$ cat src/design/sfl_consts.vh
// Purpose: Constants for the serial frame engine with length modes
// Assumes: 100 MHz system clock, register bus with byte addresses
// Notes:   Included by sfl_spi_frame.v only
`ifndef SFL_CONSTS_VH
`define SFL_CONSTS_VH

// ----------------------------------------------------------------------
// Frame layout
// ----------------------------------------------------------------------
`define SFL_ADDR_LAST   5'h0F
`define SFL_BYTE_LAST   5'h07
`define SFL_CTL_BLK_HI  7
`define SFL_CTL_BLK_LO  3
`define SFL_CTL_DIR     2
`define SFL_CTL_MODE_HI 1
`define SFL_CTL_MODE_LO 0
`define SFL_DIR_WRITE   1'h1
// Idle pin levels {select, data, clock}: select high, clock low
`define SFL_PIN_IDLE    3'h4

// ----------------------------------------------------------------------
// Length mode encodings and byte counts
// ----------------------------------------------------------------------
`define SFL_MODE_VAR    2'h0
`define SFL_MODE_ONE    2'h1
`define SFL_MODE_TWO    2'h2
`define SFL_MODE_FOUR   2'h3
`define SFL_LEN_VAR     3'h0
`define SFL_LEN_ONE     3'h1
`define SFL_LEN_TWO     3'h2
`define SFL_LEN_FOUR    3'h4

// ----------------------------------------------------------------------
// Register map (byte addresses) and fields
// ----------------------------------------------------------------------
`define SFL_REG_CTRL    4'h0
`define SFL_REG_STATUS  4'h4
`define SFL_REG_COUNT   4'h8
`define SFL_CTRL_EN     0
`define SFL_CTRL_RST    1'h1

`endif

$ cat src/design/sfl_spi_frame.v
// Purpose: Serial slave frame engine: address, control and data phases
// Assumes: Mode 0 link; targets answer a read strobe with data one
//          clock later on i_acc_rdata
// Notes:   Rules carried by this block follow
// Behaviour
// - Direction bit one means write, zero means read.
// - Length mode 00 is variable length, 01 one byte, 10 two, 11 four.
// - In fixed mode select stays low and the data phase ends after N bytes.
// - In variable mode any number of bytes is taken until select rises.
// - Every byte travels most significant bit first on both data lines.
// - Further write bytes go to consecutive offsets in the chosen block.
// - Further read bytes come from consecutive offsets, one per byte time.
// - The block select field picks the target region of each access.
`timescale 1ns/1ps
`include "sfl_consts.vh"

module sfl_spi_frame (
    input  wire        i_clock,
    input  wire        i_rst_n,
    input  wire        i_sclk,
    input  wire        i_mosi,
    input  wire        i_frame_select_n,
    output reg         o_miso,
    output reg         o_miso_oe,
    output reg         o_acc_strobe,
    output reg         o_acc_write,
    output reg  [4:0]  o_acc_block,
    output reg  [15:0] o_acc_offset,
    output reg  [7:0]  o_acc_wdata,
    input  wire [7:0]  i_acc_rdata,
    input  wire [3:0]  i_avs_address,
    input  wire        i_avs_read,
    input  wire        i_avs_write,
    input  wire [31:0] i_avs_writedata,
    output reg  [31:0] o_avs_readdata,
    output reg         o_avs_waitrequest
);

// ----------------------------------------------------------------------
// Decoding and state codes
// ----------------------------------------------------------------------
localparam [2:0] ST_ADDR = 3'h1;
localparam [2:0] ST_CTRL = 3'h2;
localparam [2:0] ST_DATA = 3'h4;

function [2:0] mode_len;
    input [1:0] mode;
    begin
        case (mode)
            `SFL_MODE_ONE:  mode_len = `SFL_LEN_ONE;
            `SFL_MODE_TWO:  mode_len = `SFL_LEN_TWO;
            `SFL_MODE_FOUR: mode_len = `SFL_LEN_FOUR;
            default:        mode_len = `SFL_LEN_VAR;
        endcase
    end
endfunction

// ----------------------------------------------------------------------
// Pin synchronisers: a change counts once stages two and three agree
// ----------------------------------------------------------------------
reg  [2:0]  pin_s1_reg;
reg  [2:0]  pin_s2_reg;
reg  [2:0]  pin_s3_reg;
reg  [2:0]  pin_f_reg;
reg  [2:0]  pin_p_reg;
wire [2:0]  pin_raw = {i_frame_select_n, i_mosi, i_sclk};
wire [2:0]  pin_f_next = (pin_s2_reg ~^ pin_s3_reg) & pin_s3_reg
                       | (pin_s2_reg ^ pin_s3_reg) & pin_f_reg;

always @(posedge i_clock) begin
    if (!i_rst_n) begin
        pin_s1_reg <= `SFL_PIN_IDLE;
        pin_s2_reg <= `SFL_PIN_IDLE;
        pin_s3_reg <= `SFL_PIN_IDLE;
        pin_f_reg  <= `SFL_PIN_IDLE;
        pin_p_reg  <= `SFL_PIN_IDLE;
    end else begin
        pin_s1_reg <= pin_raw;
        pin_s2_reg <= pin_s1_reg;
        pin_s3_reg <= pin_s2_reg;
        pin_f_reg  <= pin_f_next;
        pin_p_reg  <= pin_f_reg;
    end
end

wire sel_low  = ~pin_f_reg[2];
wire sel_rise = pin_f_reg[2] & ~pin_p_reg[2];
wire mosi_f   = pin_f_reg[1];
wire sck_rise = pin_f_reg[0] & ~pin_p_reg[0];
wire sck_fall = ~pin_f_reg[0] & pin_p_reg[0];

// ----------------------------------------------------------------------
// Frame engine
// ----------------------------------------------------------------------
reg  [2:0]  state_reg;
reg  [4:0]  bit_cnt_reg;
reg  [14:0] shift_reg;
reg  [15:0] addr_reg;
reg  [4:0]  block_reg;
reg         dir_reg;
reg  [1:0]  mode_reg;
reg  [2:0]  len_reg;
reg  [15:0] bytes_reg;
reg         rd_pend_reg;
reg  [7:0]  rd_hold_reg;
reg  [7:0]  tx_reg;
reg  [15:0] frames_reg;
reg  [15:0] last_bytes_reg;
reg         enable_reg;
wire [7:0]  byte_in = {shift_reg[6:0], mosi_f};
wire        active  = enable_reg & sel_low;
wire [15:0] bytes_next = bytes_reg + 16'h0001;

always @(posedge i_clock) begin
    if (!i_rst_n) begin
        state_reg      <= ST_ADDR;
        bit_cnt_reg    <= 5'h00;
        shift_reg      <= 15'h0000;
        addr_reg       <= 16'h0000;
        block_reg      <= 5'h00;
        dir_reg        <= 1'h0;
        mode_reg       <= 2'h0;
        len_reg        <= 3'h0;
        bytes_reg      <= 16'h0000;
        rd_pend_reg    <= 1'h0;
        rd_hold_reg    <= 8'h00;
        tx_reg         <= 8'h00;
        frames_reg     <= 16'h0000;
        last_bytes_reg <= 16'h0000;
        o_miso         <= 1'h0;
        o_miso_oe      <= 1'h0;
        o_acc_strobe   <= 1'h0;
        o_acc_write    <= 1'h0;
        o_acc_block    <= 5'h00;
        o_acc_offset   <= 16'h0000;
        o_acc_wdata    <= 8'h00;
    end else begin
        o_acc_strobe <= 1'h0;
        rd_pend_reg  <= o_acc_strobe & ~o_acc_write;
        if (rd_pend_reg)
            rd_hold_reg <= i_acc_rdata;
        o_miso_oe <= active;
        if (!active) begin
            if (state_reg != ST_ADDR || bit_cnt_reg != 5'h00) begin
                state_reg      <= ST_ADDR;
                bit_cnt_reg    <= 5'h00;
                last_bytes_reg <= bytes_reg;
                frames_reg     <= frames_reg + 16'h0001;
            end
            bytes_reg <= 16'h0000;
        end else if (sck_rise) begin
            shift_reg   <= {shift_reg[13:0], mosi_f};
            bit_cnt_reg <= bit_cnt_reg + 5'h01;
            case (state_reg)
                ST_ADDR: begin
                    if (bit_cnt_reg == `SFL_ADDR_LAST) begin
                        addr_reg    <= {shift_reg, mosi_f};
                        state_reg   <= ST_CTRL;
                        bit_cnt_reg <= 5'h00;
                    end
                end
                ST_CTRL: begin
                    if (bit_cnt_reg == `SFL_BYTE_LAST) begin
                        block_reg   <= byte_in[`SFL_CTL_BLK_HI:
                                               `SFL_CTL_BLK_LO];
                        dir_reg     <= byte_in[`SFL_CTL_DIR];
                        mode_reg    <= byte_in[`SFL_CTL_MODE_HI:
                                               `SFL_CTL_MODE_LO];
                        len_reg     <= mode_len(byte_in[`SFL_CTL_MODE_HI:
                                               `SFL_CTL_MODE_LO]);
                        state_reg   <= ST_DATA;
                        bit_cnt_reg <= 5'h00;
                        bytes_reg   <= 16'h0000;
                        if (byte_in[`SFL_CTL_DIR] != `SFL_DIR_WRITE) begin
                            o_acc_strobe <= 1'h1;
                            o_acc_write  <= 1'h0;
                            o_acc_block  <= byte_in[`SFL_CTL_BLK_HI:
                                                    `SFL_CTL_BLK_LO];
                            o_acc_offset <= addr_reg;
                            addr_reg     <= addr_reg + 16'h0001;
                        end
                    end
                end
                ST_DATA: begin
                    if (bit_cnt_reg == `SFL_BYTE_LAST) begin
                        bit_cnt_reg <= 5'h00;
                        bytes_reg   <= bytes_next;
                        if (len_reg != `SFL_LEN_VAR &&
                            bytes_next[2:0] == len_reg) begin
                            state_reg      <= ST_ADDR;
                            last_bytes_reg <= bytes_next;
                            frames_reg     <= frames_reg + 16'h0001;
                            bytes_reg      <= 16'h0000;
                        end
                        if (dir_reg == `SFL_DIR_WRITE) begin
                            o_acc_strobe <= 1'h1;
                            o_acc_write  <= 1'h1;
                            o_acc_block  <= block_reg;
                            o_acc_offset <= addr_reg;
                            o_acc_wdata  <= byte_in;
                            addr_reg     <= addr_reg + 16'h0001;
                        end else if (len_reg == `SFL_LEN_VAR ||
                                     bytes_next[2:0] != len_reg) begin
                            o_acc_strobe <= 1'h1;
                            o_acc_write  <= 1'h0;
                            o_acc_block  <= block_reg;
                            o_acc_offset <= addr_reg;
                            addr_reg     <= addr_reg + 16'h0001;
                        end
                    end
                end
                default: begin
                    state_reg   <= ST_ADDR;
                    bit_cnt_reg <= 5'h00;
                end
            endcase
        end else if (sck_fall && state_reg == ST_DATA &&
                     dir_reg != `SFL_DIR_WRITE) begin
            if (bit_cnt_reg == 5'h00) begin
                o_miso <= rd_hold_reg[7];
                tx_reg <= {rd_hold_reg[6:0], 1'h0};
            end else begin
                o_miso <= tx_reg[7];
                tx_reg <= {tx_reg[6:0], 1'h0};
            end
        end
    end
end

// ----------------------------------------------------------------------
// Register bus slave: one wait cycle, then the answer
// ----------------------------------------------------------------------
always @(posedge i_clock) begin
    if (!i_rst_n) begin
        enable_reg        <= `SFL_CTRL_RST;
        o_avs_readdata    <= 32'h00000000;
        o_avs_waitrequest <= 1'h1;
    end else begin
        o_avs_waitrequest <= 1'h1;
        if ((i_avs_read || i_avs_write) && o_avs_waitrequest) begin
            o_avs_waitrequest <= 1'h0;
            case (i_avs_address)
                `SFL_REG_CTRL:
                    o_avs_readdata <= {31'h00000000, enable_reg};
                `SFL_REG_STATUS:
                    o_avs_readdata <= {frames_reg, 8'h00, block_reg,
                                       dir_reg, mode_reg};
                `SFL_REG_COUNT:
                    o_avs_readdata <= {last_bytes_reg, bytes_reg};
                default:
                    o_avs_readdata <= 32'h00000000;
            endcase
        end
        if (i_avs_write && !o_avs_waitrequest &&
            i_avs_address == `SFL_REG_CTRL)
            enable_reg <= i_avs_writedata[`SFL_CTRL_EN];
    end
end

endmodule

$ cat config.mk
export PLATFORM = sky130hd
export DESIGN_NAME = sfl_spi_frame
export DESIGN_NICKNAME = d
export VERILOG_FILES = /design/src/design/sfl_spi_frame.v
export VERILOG_INCLUDE_DIRS = /design/src /design/src/design
export SDC_FILE = /design/constraint.sdc
export NUM_CORES = 1
export LEC_CHECK = 0
export BUFFER_PORTS_ARGS = -buffer_cell sky130_fd_sc_hd__buf_2
export CELL_PAD_IN_SITES_DETAIL_PLACEMENT = 1
export CELL_PAD_IN_SITES_GLOBAL_PLACEMENT = 1
export CORE_MARGIN = 3
export CORE_UTILIZATION = 47
export CTS_CLUSTER_SIZE = 16
export DETAILED_ROUTE_END_ITERATION = 7
export PLACE_DENSITY = 0.91
export SYNTH_ARGS = -nofsm -noshare
export SYNTH_HDL_FRONTEND = slang
export SYNTH_SLANG_ARGS = --single-unit
$ cat constraint.sdc
create_clock -name i_clock -period 6.9 [get_ports i_clock]
set_input_delay 0.345 -clock i_clock [delete_from_list [all_inputs] [get_ports i_clock]]
set_output_delay 0.345 -clock i_clock [all_outputs]
set_load 0.01 [all_outputs]
======== After elaboration in Yosys (flattened, before gate mapping) ========
Index checks and enable logic that the tools add are counted.
storage, ports and cells
  output and inout port bits .............. 66
  register bits after elaboration ......... 195
  RAM bits ................................ 0
  memories ................................ 0
  word-level logic and storage cells ...... 171
  bits in latches ......................... 0
  memory bits (read-only) ................. 0
  input bits .............................. 51
operators by class
  bitwise gates (word level) .............. 15
  equal/unequal tests ..................... 26
  order comparisons ....................... 0
  multiply operators ...................... 0
  divide/modulo/power cells ............... 0
  reductions and logical operators ........ 31
  add/subtract/negate cells ............... 4
  multiplexer cells ....................... 66
  shift-type cells ........................ 0
operators by type and width
  cell                                                                     count
  16-bit two-way mux                                                       26
  32-bit one-hot mux with 3 select lines                                   1
  16-bit one-hot mux with 2 select lines                                   2
  5-bit two-way mux                                                        10
  16-bit by 1-bit adder with 16-bit output, second input constant          3
  16-bit one-hot mux with 3 select lines                                   1
  3-bit two-way mux                                                        7
  5-bit one-hot mux with 2 select lines                                    2
  3-bit one-hot mux with 3 select lines                                    2
  3-bit inequality test, second input constant                             5
  1-bit two-way mux                                                        12
  2-bit inequality test, second input constant                             5
  5-bit AND reduction                                                      2
  8-bit two-way mux                                                        1
  4-bit AND reduction                                                      2
  8-bit AND reduction                                                      1
  7-bit AND reduction                                                      1
  3-bit AND                                                                2
  1-bit logical AND                                                        6
  2-bit by 1-bit inequality test with 1-bit output, second input constant  3
  1-bit NOT                                                                6
  2-bit AND reduction                                                      3
  3-bit AND reduction                                                      2
  6-bit AND reduction                                                      1
  other kinds (27)                                                         36

======== Depth between registers and ports, before layout ========
Gate-level depths: netlist of the first run.
  word-level depth ........................ 8
  gate-level depth with buffers ........... 10
  mapped depth without buffers ............ 9

======== Least setup slack after synthesis of the first run ========
Ideal clock, no wire load.
  path kind ............................... reg2reg
  start point ............................. register bit_cnt_reg[0]
  end point ............................... register addr_reg[0]
  period minus slack after synthesis ...... 2.264 ns
  arrival time ............................ 2.144 ns
  stages on the path, launching flop included .. 11
  path buffers ............................ 1
  setup slack ............................. 4.636 ns
  cell sequence ........................... dfxtp_1 > ha_1 > nand3_1 > inv_1 > ha_1 > nor4b_1 > a31oi_2 > o311ai_1 > clkbuf_1 > nor4_1 > o31a_1
on the way
  longest elaborated chain between the ends .. 3
  elaborated cells on any way between the ends .. 6
ends and longest elaborated chain
  item                                                                                                                               line                 RTL
  from (decl)                                                                                                                        sfl_spi_frame.v:96   reg [4:0] bit_cnt_reg;
  from (signal assigned)                                                                                                             sfl_spi_frame.v:153  bit_cnt_reg <= bit_cnt_reg + 5'h01;
  5-bit by 4-bit equality test with 1-bit output (no line) / 5-bit by 3-bit equality test with 1-bit output (equally long branches)  -
  2-bit inequality test (no line)                                                                                                    -
  8-bit AND reduction (no line) *                                                                                                    -
  to (signal assigned)                                                                                                               sfl_spi_frame.v:157  addr_reg <= {shift_reg, mosi_f};
  to (signal assigned)                                                                                                               sfl_spi_frame.v:180  addr_reg <= addr_reg + 16'h0001;
  to (signal assigned)                                                                                                               sfl_spi_frame.v:201  addr_reg <= addr_reg + 16'h0001;
  to (decl)                                                                                                                          sfl_spi_frame.v:98   reg [15:0] addr_reg;
Every way passes the cells marked *; elsewhere a longest branch is shown, timed or not.
A chain may end at the register's enable or synchronous reset.

======== Worst setup path in the final report of the first run ========
  start point ............................. register state_reg[0]
  end point ............................... register frames_reg[9]
on the way
  longest elaborated chain between the ends .. 4
  elaborated cells on any way between the ends .. 6
ends and longest elaborated chain
  item                                              line                 RTL
  from (decl)                                       sfl_spi_frame.v:95   reg [2:0] state_reg;
  from (signal assigned)                            sfl_spi_frame.v:116  state_reg <= ST_ADDR;
  from (signal assigned)                            sfl_spi_frame.v:145  state_reg <= ST_ADDR;
  from (signal assigned)                            sfl_spi_frame.v:158  state_reg <= ST_CTRL;
  3-bit by 1-bit inequality test with 1-bit output  sfl_spi_frame.v:144  if (state_reg != ST_ADDR || bit_cnt_reg != 5'h00) begin
  1-bit logical OR                                  sfl_spi_frame.v:144
  2-bit nonzero test (no line)                      -
  5-bit AND reduction (no line) *                   -
  to (signal assigned)                              sfl_spi_frame.v:148  frames_reg <= frames_reg + 16'h0001;
  to (signal assigned)                              sfl_spi_frame.v:192  frames_reg <= frames_reg + 16'h0001;
  to (decl)                                         sfl_spi_frame.v:107  reg [15:0] frames_reg;
Marks and branches as above.

==> reports/metrics.cfg, run 1 <==
[clock_network]
root_buffer=clkbuf_16
cts_sinks=194
clk_latency_ps=450
cts.clk_slew.worst_paths_ps=80
clockBufferDepth=2
hold_buffers=0
htree_levels=4
cts_setup_buffers=0
cts-buffers-inserted=17
cts_tree=built
cts_resized=0

[worst_setup_path]
crit_path_frequent_cell=a21oi_1
crit_chain=nor3b_1 > a21oi_1 > a41oi_4 > o21ai_0 > a21oi_1
path_buf_inv=0
crit_required_ps=7240
r2r_setup_slack_ps=3760
critPathMaxFanout=28
end_kind=register
arrival_ps=3480
crit_slowest_cell=nor3b_1
cp-start-kind=register
crit_type=register to register
r2r_start=state_reg[0]
cpLargestDelayFamily=compound AO/OA/AOI/OAI gates
max_stage_delay_ps=840
setup.worst_path.start=state_reg[0]

[floorplanning]
core.rowCount=49
core_area_sq_um=18200
die-area_sq_um=20500
die_x_microns=143
num_io_pins=117
dieHeight_microns=143
initial_utilization_pct=48.6

[synth]
synth-edff-count=0
yosysMostFrequentCell=dfxtp_1
avgSynthCellArea_sq_um=8.51
ys_warn_count=0
syn-cell-area_sq_um=8850
synth_ff_type=dfxtp_1
synthTopCellsByArea=dfxtp_1 44%, nand2_1 5.5%, mux2i_1 5.3%
synth_common_cells=194 x dfxtp_1, 130 x nand2_1, 89 x nor2_1, 79 x a21oi_1, 62 x clkbuf_1
ys_types=76
ys_seq_elements=194
netlist_instances=1040
synth_top_cell_area_share_pct=43.9
yosysTopAreaCell=dfxtp_1
synth-seq-area-share_pct=43.9
synthArstFlopShare_pct=0
synthesis.nets=1101

[min_path]
min-delay-start=i_frame_select_n
min_path_type=input pin to register

[sta]
finalSetupTns_ps=0
setup_slack_ps=3760
relSlewSlack_pct=25.3
fmax_ghz=0.318
tightest_slew_ps=1120
finClkSkew_ps=11.7
fin_crit_ps=3140
drv_slew=0
period_share_pct=45.5
setup-violations-final=0
rsz0062_at_grt=false
finalHoldViolCount=0

[detailed_routing]
routed_via_density=6.15
drcViolationCount=0
via_count=8104
route.detailed.wl_per_inst_microns=19.7
firstDrtPassIters=5
ant_nets=0
drtIter0Drc=653
routed_wirelength_mm=25.9

[global_route]
grt_usage_pct=25.6
overflow=0
antenna_found_initial=0
grt_max_degree=67
grt_pass1_vias=8083
grt_first_pass_wirelength_mm=42.4

[status]
status=finished, final reports clean

[flow_run]
max-cap-violations=0

[layout]
largest_reg_flops=32
post-route-util_pct=54.4
areaGrowthSynthToFinish_pct=11.9
diodes=0
fillers=2168
register_area_sq_um=3880
largest-register=o_avs_readdata
drive_above_1_share_pct=14.5
fin_nets=1137
design_area_sq_um=9900
multi_input_area_sq_um=4580

[place]
place_ws_ps=3830
hpwl_mm=16.9
gp_congestion=0.847
place_area_sq_um=9350
port_buffers=85

[pwr]
pwr_density_cell_nw_per_um2=215
leakage_nw=3.48
peakVddDrop_v=0.000160

[layer usage]
| layer | wire length [microns] | GRT usage (%) |
|---|---|---|
| met5 | 0 | 0 |
| met4 | 295 | 5.80 |
| met3 | 1440 | 4.82 |
| met2 | 12700 | 43.0 |
| met1 | 11500 | 34.6 |
[kinds of logic (layout without fill, tap and decap cells)]
kind of cell	count (synthesis)	in the layout	share of synthesized area (%)
buf+inv	100	148	4.74
simple gates	414	414	23.4
flops	194	194	43.9
mux	49	49	5.70
xor+xnor	19	19	1.88
fa+ha+maj	10	10	1.41
compound gates	254	254	18.9
[final timing paths]
kind | end | cells after the start
setup / recovery | frames_reg[9] | 5
hold / removal | pin_s1_reg[2] | 2
setup reg to reg | frames_reg[9] | 5
hold reg to reg | pin_s2_reg[2] | 1
[power by group]
part / internal (W) / switching, W / total (W)
Sequential: 0.00112 / 0.00000217 / 0.00112
Clock: 0.000474 / 0.000479 / 0.000953
Combinational: 0.0000122 / 0.0000403 / 0.0000525
Total: 0.00161 / 0.000522 / 0.00213
[layout make-up]
cell class	count	share of cell area [%]
Sequential cell	194	39.2
Clock inverter	13	1.21
Timing Repair Buffer	98	5.28
Tap cell	229	2.89
Clock buffer	18	4.34
Inverter	19	0.733
Multi-Input combinational cell	746	46.3
[cell usage in the layout, fill, tap and decap left out, drive strengths merged, types with 11 or more instances in the layout]
cell / n
dfxtp: 194
a21oi: 80
nor3: 22
clkbuf: 18
o21ai: 49
a22oi: 26
o31ai: 16
buf: 98
a211oi: 23
nand4: 20
nand2b: 11
inv: 24
mux2i: 48
xnor2: 15
and2: 37
nand2: 130
nor2: 90
nand3: 41
[stage by stage]
stage	cells	hold slack [ps]	total power (W)
finish	1317	80.6	0.00213
global route	1317	86.5	0.00220
CTS	1317	67.3	0.00215
detailed placement	1286	423	0.00120
global placement	1286	393	0.00120
floorplan	1040	386	0.00118
Note: power is estimated with default switching activity, not from simulation.
==> inputs of run 2 (changes only) <==
CORE_UTILIZATION = 39   (was 47)
PLACE_DENSITY = 0.82   (was 0.91)
clock period = 2.55 ns   (was 6.9 ns; I/O delays follow)
==> run 2 against run 1 <==
  * Via count decreased by 1.3%
  * Wire length decreased by 2.2%
  * Final area increased by 5.3%
  * Die area increased by 20%
  * Sequential power increased to 2.7 times the previous value
  * Clock skew increased by 5.5 ps
  * Critical path type unchanged
  * Critical endpoint is now addr_reg[8]
==> reports/metrics.cfg, run 2 (synthesis results as in run 1) <==
[detailed_routing]
drtIter0Drc=426  ; -35%
via_count=7997  ; -1.3%
routed_via_density=5.68  ; -7.8%
ant_nets=0  ; unchanged
firstDrtPassIters=5  ; unchanged
routed_wirelength_mm=25.3  ; -2.2%
route.detailed.wl_per_inst_microns=18.0  ; -8.6%
drcViolationCount=0  ; unchanged

[place]
hpwl_mm=17.7  ; +4.5%
place_ws_ps=166  ; -3660 ps
port_buffers=85  ; unchanged
gp_congestion=0.844  ; -0.40%

[worst_setup_path]
crit_type=register to register
critPathMaxFanout=16  ; -43%
r2r_setup_slack_ps=170  ; -3590 ps
cp-start-kind=register
reg2reg_depth=7  ; +2
r2r_end=addr_reg[8]
r2r_start=bytes_reg[1]
arrival_ps=2710  ; -770 ps
crit_required_ps=2870  ; -4370 ps
end_kind=register

[pwr]
pwr-share-seq_pct=51.4  ; -1.4 points
clockPowerShare_pct=45.8  ; +1.0 points
combPwrFrac_pct=2.8  ; +0.3 points
p_int_w=0.00449  ; +180%
switchingPower_w=0.00143  ; +170%
pwr_density_cell_nw_per_um2=568  ; +160%
switching_share_pct=24.2  ; -0.34 points
leakage_nw=3.72  ; +7.0%
peakVddDrop_v=0.000389  ; +140%

[sta]
tightest_slew_ps=709  ; -408 ps
relSlewSlack_pct=52.3  ; +27 points
fmax_ghz=0.419  ; +32%
finalHoldViolCount=0  ; unchanged
fin_crit_ps=2380  ; -757 ps
drv_slew=0  ; unchanged
period_share_pct=93.5  ; +48 points
setup-violations-final=0  ; unchanged
rsz0062_at_grt=false
finalSetupTns_ps=0  ; unchanged
setup_slack_ps=166  ; -3590 ps
finClkSkew_ps=17.2  ; +5.53 ps

[clock_network]
htree_levels=4  ; unchanged
cts_setup_buffers=0  ; unchanged
clockBufferDepth=2  ; unchanged
root_buffer=clkbuf_16
cts_sinks=194  ; unchanged
cts_tree=built
cts.clk_slew.worst_paths_ps=80  ; about the same
cts-buffers-inserted=17  ; unchanged
clk_latency_ps=440  ; about the same

[global_route]
grt_max_degree=49  ; -27%
grt_first_pass_wirelength_mm=41.8  ; -1.4%
grt_usage_pct=20.8  ; -4.8 points
grt_pass1_vias=8060  ; -0.28%
antenna_found_initial=0  ; unchanged
overflow=0  ; unchanged

[floorplanning]
die_x_microns=157  ; +9.4%
dieHeight_microns=157  ; +9.4%
core.rowCount=54  ; +10%
initial_utilization_pct=40.2  ; -8.4 points
core_area_sq_um=22000  ; +21%
num_io_pins=117  ; unchanged
die-area_sq_um=24500  ; +20%

[layout]
register_area_sq_um=3880  ; unchanged
areaGrowthSynthToFinish_pct=17.8
drive_above_1_share_pct=16.7  ; +2.2 points
diodes=0  ; unchanged
fillers=2604  ; +20%
largest_reg_flops=32  ; unchanged
layout_common_cells=194 x dfxtp_1, 130 x nand2_1, 89 x nor2_1
multi_input_area_sq_um=4590  ; +0.19%
layout_commonest_cell=dfxtp_1
largest-register=o_avs_readdata
fin_nets=1177  ; +3.5%

[min_path]
min_path_type=input pin to register
min_to=enable_reg
min-delay-start=i_avs_write
holdPathStages=4  ; +2

[flow_run]
max-cap-violations=0  ; unchanged

[status]
status=finished, final reports clean

## run 2: cell types whose count changed in the layout (fill, tap and decap cells not counted), moves of 2 or more
cell / delta
buf_4: +22
dlygate4sd3_1: +12
buf_12: +6
clkinv_8: +3
inv_8: -3
clkinvlp_4: -2
## run 2: routing by layer
metal / routed length, microns / track usage [%] / vias up
met3: 909 / 3.46 / 22
met5: 0 / 0 / -
met1: 12000 / 28.2 / 3940
li1: - / - / 3880
met4: 245 / 4.54 / 0
met2: 12200 / 35.2 / 155
## run 2: through the flow
stage	total power (W)	hold slack, ps	instances	area (sq um)	utilization (%)
3_3_place_gp	0.00326	312	1365	9700	44.0
4_1_cts	0.00597	48.9	1409	10400	47.3
6_report	0.00592	60.1	1409	10400	47.3
5_1_grt	0.00611	72.7	1409	10400	47.3
2_1_floorplan	0.00320	229	1040	8850	-
3_5_place_dp	0.00326	316	1365	9700	44.0
## run 2: final cells by class
| type | instances | share of cell area, % |
|---|---|---|
| inverter | 19 | 0.696 |
| multi-input combinational | 746 | 44.1 |
| clock buffer | 18 | 4.12 |
| sequential | 194 | 37.3 |
| tap | 280 | 3.36 |
| timing repair buffer | 138 | 8.91 |
| clock inverter | 14 | 1.61 |
## run 2: timing repair
| item | 4_1_cts | 5_1_grt |
|---|---|---|
| endpoints found under the hold margin | 12 | 0 |
| gates resized for setup | 0 | 3 |
| endpoints found under the setup margin | 0 | 7 |
| hold buffers | 12 | 0 |
## run 2: worst max-delay path by stage
stage,start,end,cells after the start
floorplan,bit_cnt_reg[0],addr_reg[0],10
global placement,bytes_reg[1],addr_reg[7],7
detailed placement,bit_cnt_reg[0],bit_cnt_reg[3],9
CTS,bit_cnt_reg[0],bit_cnt_reg[3],9
global route,bytes_reg[1],state_reg[2],7
finish,bytes_reg[1],addr_reg[8],7
## run 2: critical path, stage by stage, from the launching register on
cell and delay (ps):
dfxtp_1 430, ha_1 290, xor2_1 350, nor4_2 120, and2_2 330, or2_1 260
buf_4 190, o221a_2 300
## run 2: power groups by stage
stage | registers [W] | clock network (W) | logic [W]
5_1_grt | 0.00304 | 0.00289 | 0.000182
3_3_place_gp | 0.00311 | 0 | 0.000149
2_1_floorplan | 0.00311 | 0 | 0.0000850
6_report | 0.00304 | 0.00271 | 0.000165
3_5_place_dp | 0.00311 | 0 | 0.000152
4_1_cts | 0.00304 | 0.00276 | 0.000167
